$ cat config.mk
export PLATFORM = sky130hd
export DESIGN_NAME = irq_inc_exec
export DESIGN_NICKNAME = d
export VERILOG_FILES = /design/src/rtl/irq_inc_pkg.sv /design/src/rtl/inc_alu_if.sv /design/src/rtl/irq_inc_exec.sv /design/src/rtl/inc_alu.sv
export SDC_FILE = /design/constraint.sdc
export NUM_CORES = 1
export LEC_CHECK = 0
export BUFFER_PORTS_ARGS = -buffer_cell sky130_fd_sc_hd__buf_4
export CORE_MARGIN = 3
export CORE_UTILIZATION = 58
export DETAILED_ROUTE_END_ITERATION = 12
export PLACE_DENSITY = 0.82
export SLEW_MARGIN = 15
export SYNTH_ARGS = -nofsm -noshare
export SYNTH_HDL_FRONTEND = slang
export SYNTH_SLANG_ARGS = --single-unit
$ cat constraint.sdc
create_clock -name MCLK -period 4.3 [get_ports MCLK]
set_input_delay 0.43 -clock MCLK [delete_from_list [all_inputs] [get_ports MCLK]]
set_output_delay 0.43 -clock MCLK [all_outputs]
set_load 0.01 [all_outputs]
$ cat src/rtl/irq_inc_pkg.sv
// Purpose: Shared constants for the interrupt-enable and increment execution block
// Assumes: 16-bit flags word, Avalon-MM register access with 32-bit data
// Notes: Register offsets are byte addresses of aligned words
package irq_inc_pkg;
    localparam int DATA_W = 16;
    // Flags word bit positions
    localparam int CARRY_POS = 0;
    localparam int ZERO_POS = 1;
    localparam int NEG_POS = 2;
    localparam int IRQ_EN_POS = 3;
    localparam int CORE_OFF_POS = 4;
    localparam int OSC_OFF_POS = 5;
    localparam int OVF_POS = 8;
    localparam logic [15:0] ENABLE_MASK = 16'h0008;
    localparam logic [15:0] DISABLE_MASK = 16'hfff7;
    localparam logic [15:0] FLAGS_RESET = 16'h0000;
    localparam logic [15:0] DST_RESET = 16'h0000;
    // Register map
    localparam logic [3:0] CMD_OFS = 4'h0;
    localparam logic [3:0] FLAGS_OFS = 4'h4;
    localparam logic [3:0] DST_OFS = 4'h8;
    localparam logic [3:0] STAT_OFS = 4'hc;
    // Command codes
    localparam logic [2:0] CMD_NOP = 3'h0;
    localparam logic [2:0] CMD_IRQ_ENABLE = 3'h1;
    localparam logic [2:0] CMD_IRQ_DISABLE = 3'h2;
    localparam logic [2:0] CMD_INC_W = 3'h3;
    localparam logic [2:0] CMD_INC_B = 3'h4;
    localparam logic [31:0] UNMAPPED_READ = 32'h0000_0000;
    typedef enum logic [1:0] {IDLE, EXEC, DONE} bus_state_t;
endpackage

$ cat src/rtl/inc_alu_if.sv
// Purpose: Carries operand and results between the sequencer and the increment unit
// Assumes: Single clock, combinational unit
// Notes: None
interface inc_alu_if;
    logic [15:0] operand;
    logic byte_mode;
    logic [15:0] result;
    logic neg;
    logic zero;
    logic carry;
    logic ovf;
    modport ctrl (output operand, output byte_mode, input result, input neg, input zero,
        input carry, input ovf);
    modport alu (input operand, input byte_mode, output result, output neg, output zero,
        output carry, output ovf);
endinterface

$ cat src/rtl/irq_inc_exec.sv
// Purpose: Executes interrupt enable/disable and increment on a flags word and operand
// Assumes: Software issues commands over Avalon-MM; one command retires per write
// Notes: Hold after enable is released by the next executed command
// Function
// - Disable may land one instruction late; guard sequences with one instruction. Here the clear lands as disable retires.
// - Enable ORs 0008h into the flags word, a bit-set of immediate 8.
// - Enable keeps negative, zero, carry and overflow flags.
// - Enable keeps oscillator-off and core-off bits; only global enable changes.
// - After enable, the next instruction runs before any interrupt is accepted.
// - Increment adds one to destination, same as add immediate one.
// - Increment has word form, the default, and a byte form.
// - Negative flag follows the result's most significant bit.
// - Word zero flag set only when destination held 0FFFFh.
// - Word carry flag set only when destination held 0FFFFh.
// - Word overflow flag set only when destination held 07FFFh.
// - Increment keeps oscillator-off, core-off and global enable bits.
// - Disable ANDs the flags word with 0FFF7h, nothing else changes.
module irq_inc_exec
    import irq_inc_pkg::*;
(
    // Clock and reset
    input wire logic MCLK,
    input wire logic RST,
    // Avalon-MM slave
    input wire logic [3:0] AVS_ADDRESS,
    input wire logic AVS_READ,
    input wire logic AVS_WRITE,
    input wire logic [31:0] AVS_WRITEDATA,
    input wire logic [3:0] AVS_BYTEENABLE,
    output logic [31:0] AVS_READDATA,
    output logic AVS_WAITREQUEST,
    // Interrupt acceptance
    input wire logic IRQ_PENDING,
    output logic IRQ_ACCEPT,
    output logic GLOBAL_IRQ_ENABLE
);
    typedef struct packed {
        bus_state_t st;
        logic [15:0] flags;
        logic [15:0] dst;
        logic [31:0] rdata;
        logic hold_off;
        logic accept;
        logic [2:0] last_cmd;
        logic [2:0] cmd;
        logic sync1;
        logic sync2;
    } state_t;

    state_t r;
    state_t next_r;
    inc_alu_if alu_bus ();

    inc_alu u_alu (
        .bus(alu_bus)
    );

    function automatic logic [15:0] merge16(input logic [15:0] old, input logic [31:0] wd,
        input logic [3:0] be);
        merge16 = old;
        if (be[0]) begin
            merge16[7:0] = wd[7:0];
        end
        if (be[1]) begin
            merge16[15:8] = wd[15:8];
        end
    endfunction

    assign alu_bus.operand = r.dst;
    assign alu_bus.byte_mode = (r.cmd == CMD_INC_B);

    always_comb begin
        next_r = r;
        next_r.accept = 1'b0;
        // Two-stage synchroniser for the asynchronous request pin
        next_r.sync1 = IRQ_PENDING;
        next_r.sync2 = r.sync1;
        unique case (r.st)
            IDLE: begin
                if (AVS_WRITE) begin
                    next_r.st = DONE;
                    unique case (AVS_ADDRESS)
                        CMD_OFS: begin
                            next_r.cmd = AVS_WRITEDATA[2:0];
                            next_r.st = EXEC;
                        end
                        FLAGS_OFS: next_r.flags = merge16(r.flags, AVS_WRITEDATA,
                            AVS_BYTEENABLE);
                        DST_OFS: next_r.dst = merge16(r.dst, AVS_WRITEDATA, AVS_BYTEENABLE);
                        default: next_r.st = DONE;
                    endcase
                end else if (AVS_READ) begin
                    next_r.st = DONE;
                    unique case (AVS_ADDRESS)
                        CMD_OFS: next_r.rdata = {29'h0, r.last_cmd};
                        FLAGS_OFS: next_r.rdata = {16'h0000, r.flags};
                        DST_OFS: next_r.rdata = {16'h0000, r.dst};
                        STAT_OFS: next_r.rdata = {30'h0, r.hold_off, r.flags[IRQ_EN_POS]};
                        default: next_r.rdata = UNMAPPED_READ;
                    endcase
                end else if (r.sync2 && r.flags[IRQ_EN_POS] && !r.hold_off) begin
                    // Acceptance only between instructions, never in the slot after enable
                    next_r.accept = 1'b1;
                    next_r.flags[IRQ_EN_POS] = 1'b0;
                end
            end
            EXEC: begin
                next_r.st = DONE;
                next_r.last_cmd = r.cmd;
                // Any retired instruction other than enable releases the post-enable hold; enable sets it again
                next_r.hold_off = 1'b0;
                unique case (r.cmd)
                    CMD_IRQ_ENABLE: begin
                        next_r.flags = r.flags | ENABLE_MASK;
                        next_r.hold_off = 1'b1;
                    end
                    CMD_IRQ_DISABLE: begin
                        // Clear lands at retire; acceptance is checked only after it
                        next_r.flags = r.flags & DISABLE_MASK;
                    end
                    CMD_INC_W, CMD_INC_B: begin
                        next_r.dst = alu_bus.result;
                        next_r.flags[NEG_POS] = alu_bus.neg;
                        next_r.flags[ZERO_POS] = alu_bus.zero;
                        next_r.flags[CARRY_POS] = alu_bus.carry;
                        next_r.flags[OVF_POS] = alu_bus.ovf;
                    end
                    default: next_r.last_cmd = CMD_NOP;
                endcase
            end
            DONE: next_r.st = IDLE;
            default: next_r.st = IDLE;
        endcase
    end

    always_ff @(posedge MCLK) begin
        if (RST) begin
            r.st <= IDLE;
            r.flags <= FLAGS_RESET;
            r.dst <= DST_RESET;
            r.rdata <= 32'h0000_0000;
            r.hold_off <= 1'b0;
            r.accept <= 1'b0;
            r.last_cmd <= CMD_NOP;
            r.cmd <= CMD_NOP;
            r.sync1 <= 1'b0;
            r.sync2 <= 1'b0;
        end else begin
            r <= next_r;
        end
    end

    assign AVS_WAITREQUEST = (r.st != DONE);
    assign AVS_READDATA = r.rdata;
    assign IRQ_ACCEPT = r.accept;
    assign GLOBAL_IRQ_ENABLE = r.flags[IRQ_EN_POS];
endmodule

$ cat src/rtl/inc_alu.sv
// Purpose: Increment by one with flag results for word and byte forms
// Assumes: Combinational, operand from a register of the caller
// Notes: Equivalent to adding immediate one
module inc_alu
    import irq_inc_pkg::*;
(
    inc_alu_if.alu bus
);
    logic [16:0] sum;
    always_comb begin
        sum = {1'b0, bus.operand} + 17'h00001;
        if (bus.byte_mode) begin
            bus.result = {8'h00, sum[7:0]};
            bus.neg = sum[7];
            bus.zero = (bus.operand[7:0] == 8'hff);
            bus.carry = (bus.operand[7:0] == 8'hff);
            bus.ovf = (bus.operand[7:0] == 8'h7f);
        end else begin
            bus.result = sum[15:0];
            bus.neg = sum[15];
            bus.zero = (bus.operand == 16'hffff);
            bus.carry = (bus.operand == 16'hffff);
            bus.ovf = (bus.operand == 16'h7fff);
        end
    end
endmodule

* Yosys cells after proc, flatten, opt, wreduce, memory -nomap -nowiden
Cells that the tools add are included.
** Cells by class
- Add/subtract/negate cells :: 1
- Equal/unequal tests :: 25
- Mux-type cells :: 26
- Bitwise gates (word level) :: 3
- Reductions and logical operators :: 18
** Operators with widths (number)
- two-way mux 16 bit :: 4
- case mux 16 bit (4 select lines) :: 1
- case mux 32 bit (2 select lines) :: 1
- AND reduction 5 bit :: 6
- two-way mux 19 bit :: 1
- adder 16 x 1 -> 16 bit (second input constant) :: 1
- equality test 16 x 15 -> 1 bit (second input constant) :: 1
- equality test 16 bit (second input constant) :: 1
- two-way mux 8 bit :: 2
- two-way mux 12 bit :: 1
- != test 3 bit (second input constant) :: 4
- two-way mux 1 bit :: 9
- equality test 4 bit (second input constant) :: 2
- equality test 8 x 7 -> 1 bit (second input constant) :: 1
- equality test 8 bit (second input constant) :: 1
- != test 2 bit (second input constant) :: 4
- OR reduction 4 bit :: 2
- equality test 3 x 2 -> 1 bit (second input constant) :: 2
- two-way mux 2 bit :: 3
- two-way mux 3 bit :: 2
- != test 2 x 1 -> 1 bit (second input constant) :: 3
- AND reduction 3 bit :: 2
- AND reduction 6 bit :: 1
- equality test 4 x 3 -> 1 bit (second input constant) :: 1
- 14 further kinds :: 17
** Storage, ports and cells
- Bits in registers :: 76
- Output and inout bits :: 35
- Word-level logic and storage cells :: 88

* Depth between registers and ports, before layout
- Depth after elaboration :: 6
- Mapped depth :: 7
- Mapped depth without buffers :: 5

* Modules after synthesis
A second synthesis with hierarchy kept.
** Unflattened totals
- Cells, all modules :: 403
- Area, all modules :: 3513.4 sq um
** Modules (own cells, without submodules)
- irq_inc_exec :: instances 1, cells an instance 340, area each 3098.0 sq um, sequential area each 1201.2 sq um
- inc_alu :: instances 1, cells an instance 63, area each 415.4 sq um, sequential area each 0.0 sq um

* Worst setup path after synthesis
OpenSTA, ideal clock, no wires.
- Path kind :: input to register
- Start point :: input AVS_WRITE
- End point :: register r (netlist bit AVS_READDATA[9])
- Setup time :: 132 ps
- Arrival time :: 1766 ps
- Data required time :: 4168 ps
- Setup slack :: 2403 ps
- Stages :: 6
- Buffers on the path :: 3
- Cell sequence :: buf_4 or4b_2 clkbuf_1 buf_2 a221oi_1 nor3_1
** Between the ends
- Cells in the longest elaborated chain, start to end :: 2
** RTL lines
- from (decl) :: line irq_inc_exec.sv:27 : input wire logic AVS_WRITE,
- NOT 1 bit (no line)
- AND reduction 3 bit (no line)
- to (signal assigned) :: line irq_inc_exec.sv:149 : r <= next_r;
- to (decl) :: line irq_inc_exec.sv:50 : state_t r;
No other way between the ends.
A chain may end at the register's enable or synchronous reset.

* Final worst setup path
- Start point :: register r[74] in the netlist's numbering
- End point :: register r (netlist bit alu_bus.operand[14])
** Between the ends
- Cells in the longest elaborated chain, start to end :: 3
- Elaborated cells between the ends (all ways) :: 9
- Classes of those cells :: eq/ne: 5; mux: 1; reduce/logical: 3
** RTL lines
- equality test 2 x 1 -> 1 bit / logical NOT 2 bit (equally long branches) :: line irq_inc_exec.sv:78 : unique case (r.st)
- != test 2 x 1 -> 1 bit (no line) (tied with other cells)
- AND reduction 5 bit (no line)
Several ways; a longest one is shown, not always the timed one. The select of a mux whose other input is x is not followed.

==> results.sh <==
export IMPL_status="finished, final reports clean"
export IMPL_post_place_ws_ns=1.87
export IMPL_synth_area_leaders="sky130_fd_sc_hd__dfxtp_1, sky130_fd_sc_hd__buf_4, sky130_fd_sc_hd__a221oi_1"
export IMPL_grt_antenna_before_repair=0
export IMPL_grt_usage_pct=25.7
export IMPL_globalRouteOverflowTotal=0
export IMPL_timing_worst_slew_pin_value_ns=1.06
export IMPL_clockBufferDepth=2
export IMPL_grt_first_pass_wirelength_um=14400
export IMPL_wl_met1_um=3710
export IMPL_die_area_um2=6880
export IMPL_timing_max_cap_violations=0
export IMPL_yosysWarningCount=0
export IMPL_detail_route_iter0_violations=449
export IMPL_cells_after_synthesis=412
export IMPL_top_layer_used="met4"
export IMPL_min_period_ns=2.56
export IMPL_synthesis_area_per_instance_um2=8.34
export IMPL_cts_root_buf="sky130_fd_sc_hd__clkbuf_8"
export IMPL_first_global_vias=2862
export IMPL_timing_slew_headroom_pct=29.2
export IMPL_ff_latch_area_um2=1200
export IMPL_hp_start="IRQ_PENDING"
export IMPL_setup_violations_final=0
export IMPL_cts_inserted_buffers=9
export IMPL_buffer_ports_inserted=45
export IMPL_die_w_um=83.0
export IMPL_clkTransAtPathRegs_ns=0.06
export IMPL_remaining_drc_errors=0
export IMPL_gpl_final_weighted_congestion=0.895
export IMPL_final_layout_size_suffix_gt1_share_pct=18.4
export IMPL_layout_filler_cells=476
export IMPL_detail_route_antenna_nets=0
export IMPL_kind_of_start_point_of_the_critical_path="register"
export IMPL_hold_buffers=0
export IMPL_mappedNetlistArea_um2=3430
export IMPL_powerDensity_nw_per_um2=315
export IMPL_worst_ir_drop_vdd_uv=209
export IMPL_fin_nets=465
export IMPL_firstDrtPassIters=5
export IMPL_rsz0062_at_grt="false"
export IMPL_worst_ep_required_time_ns=4.55
export IMPL_cts_htree_levels=3
export IMPL_worst_path_max_fanout=23
export IMPL_numClockSinks=60
export IMPL_i_o_pin_cnt=80
export IMPL_finalMaxSlewViolations=0
export IMPL_r2r_start="r[74]$_SDFFE_PP0P_"
export IMPL_clk_latency_ns=0.34
export IMPL_cts_tree="built"
export IMPL_clock_skew_ns=0.00838
export IMPL_min_delay_worst_type="in -> reg"
export IMPL_met3RoutedLength_um=1080
export IMPL_floorplan_core_area_um2=5610
export IMPL_worstSetupEndpointType="register"
export IMPL_multiInputGateArea_um2=1860
export IMPL_seq_cells_post_synth=60
export IMPL_cts_repair_timing_setup_buffer_count=0
export IMPL_fin_crit_sh_pct=59.5
export IMPL_rows=27
export IMPL_synthDominantAreaCellType="sky130_fd_sc_hd__dfxtp_1"
export IMPL_dp_hpwl_um=6250
export IMPL_seq_area_frac_synth_pct=35.0
export IMPL_die_h_um=83.0
export IMPL_synth_top_area_share_pct=35.0
export IMPL_critical_path_class="reg -> reg"
export IMPL_ys_types=65
export IMPL_route_met2_wl_um=3960
export IMPL_timing_fmax_mhz=391
export IMPL_syn_to_final_growth_pct=8.09
export IMPL_timing_critical_path_arrival_ns=2.81
export IMPL_num_antenna_cells=0
export IMPL_vias=3296
export IMPL_gates_resized_cts_repair=0
export IMPL_final_setup_worst_slack_ns=1.74
export IMPL_maximum_number_of_pins_on_one_net_before_global_route_repair=58
export IMPL_cellLeakagePower_nw=1.33
export IMPL_synth_edff_count=0
export IMPL_synth_async_reset_ratio_pct=0
export IMPL_cp_launch_point="r[74]$_SDFFE_PP0P_"
export IMPL_drt_vias_per_instance=6.66
export IMPL_ys_flop_type="sky130_fd_sc_hd__dfxtp_1"
export IMPL_routed_wirelength_um=8980
export IMPL_starting_density_pct=61.2
export IMPL_wl_per_cell_um=18.1
export IMPL_finalHoldViolCount=0
export IMPL_setup_tns_final_ns=0
==> area by class of cell <==
class                   count  share of cell area, %
clock buffers              11                   4.08
clock inverters             4                  0.674
inverters                   8                  0.809
multi-input cells         293                   50.2
flip-flops and latches     60                   32.4
well taps                  72                   2.43
repair buffers             47                   9.50
==> state kept, by name (all words and copies together), names as in the netlist <==
name,cells
AVS_READDATA,16
GLOBAL_IRQ_ENABLE,1
IRQ_ACCEPT,1
alu_bus.operand,16
next_r,1
r,25
==> final timing paths <==
check	end	slack, ns	cells after the start
hold reg to reg	r[0]$_SDFF_PP0_	0.45	1
setup / recovery	alu_bus.operand[14]$_SDFFE_PP0P_	1.74	4
hold / removal	next_r[0]$_SDFF_PP0_	0.30	2
setup reg to reg	alu_bus.operand[14]$_SDFFE_PP0P_	1.74	4
==> placed cells by master (no fill, tap or decap), types with 7 or more instances in the layout <==
master                     count
sky130_fd_sc_hd__a211oi_1      8
sky130_fd_sc_hd__a21oi_1      25
sky130_fd_sc_hd__a221oi_1     16
sky130_fd_sc_hd__and4_1        8
sky130_fd_sc_hd__buf_4        47
sky130_fd_sc_hd__clkbuf_8     11
sky130_fd_sc_hd__conb_1       16
sky130_fd_sc_hd__dfxtp_1      60
sky130_fd_sc_hd__inv_1         8
sky130_fd_sc_hd__nand2_1      35
sky130_fd_sc_hd__nand3_1      19
sky130_fd_sc_hd__nand4_1      10
sky130_fd_sc_hd__nor2_1       31
sky130_fd_sc_hd__nor3_1       22
sky130_fd_sc_hd__o21ai_0      10
sky130_fd_sc_hd__o32ai_1       7
==> cell families (layout without fill, tap and decap cells) <==
| group | after synthesis | after routing | share of synthesized area (%) |
|---|---|---|---|
| simple gates | 160 | 160 | 25.1 |
| other cells | 1 | 16 | 0.109 |
| compound gates | 108 | 108 | 23.8 |
| buf+inv | 74 | 70 | 12.6 |
| mux | 7 | 7 | 2.77 |
| flops | 60 | 60 | 35.0 |
| fa+ha+maj | 1 | 1 | 0.364 |
| xor+xnor | 1 | 1 | 0.255 |
==> synthesized netlist by cell type (all sizes together), types with 3 or more instances <==
cell type,number
nor4,5
nor3b,6
o21ai,10
a31oi,7
nand2b,5
nor2,31
and4,8
nand2,35
clkbuf,22
a21oi,25
buf,44
nand4,10
mux2i,5
a31o,3
nor3,22
dfxtp,60
a211oi,8
o221a,3
a22oi,4
inv,8
a221oi,16
nor2b,5
nand3,19
o32ai,7
==> per-stage QoR <==
step	instances	instance area [um^2]	utilization, %	hold WS, ns	power (mW)
2_1_floorplan	427	3490	-	0.414	0.691
3_3_place_gp	480	3540	63.1	0.429	0.719
3_5_place_dp	480	3540	63.1	0.444	0.722
4_1_cts	495	3710	66.2	0.306	1.17
5_1_grt	495	3710	66.2	0.323	1.21
6_report	495	3710	66.2	0.300	1.17
==> report_power, final <==
group	total, mW	internal, mW	switching [mW]	leakage, nW
clock	0.457	0.235	0.222	0.0872
sequential	0.582	0.569	0.0133	0.486
combinational	0.130	0.0518	0.0784	0.759
==> per-layer routing <==
layer  track usage, %  vias up
met4             9.36        0
met1             35.6     1500
met5                0        -
met3             6.94       37
li1                 -     1516
met2             38.1      243
==> worst max-delay path, stage by stage (launching register included) <==
cell	delay, ns
sky130_fd_sc_hd__dfxtp_1	0.89
sky130_fd_sc_hd__nor2b_1	0.86
sky130_fd_sc_hd__nand2_1	0.23
sky130_fd_sc_hd__o211a_1	0.28
sky130_fd_sc_hd__o32ai_1	0.21
Note: power is estimated with default switching activity, not from simulation.
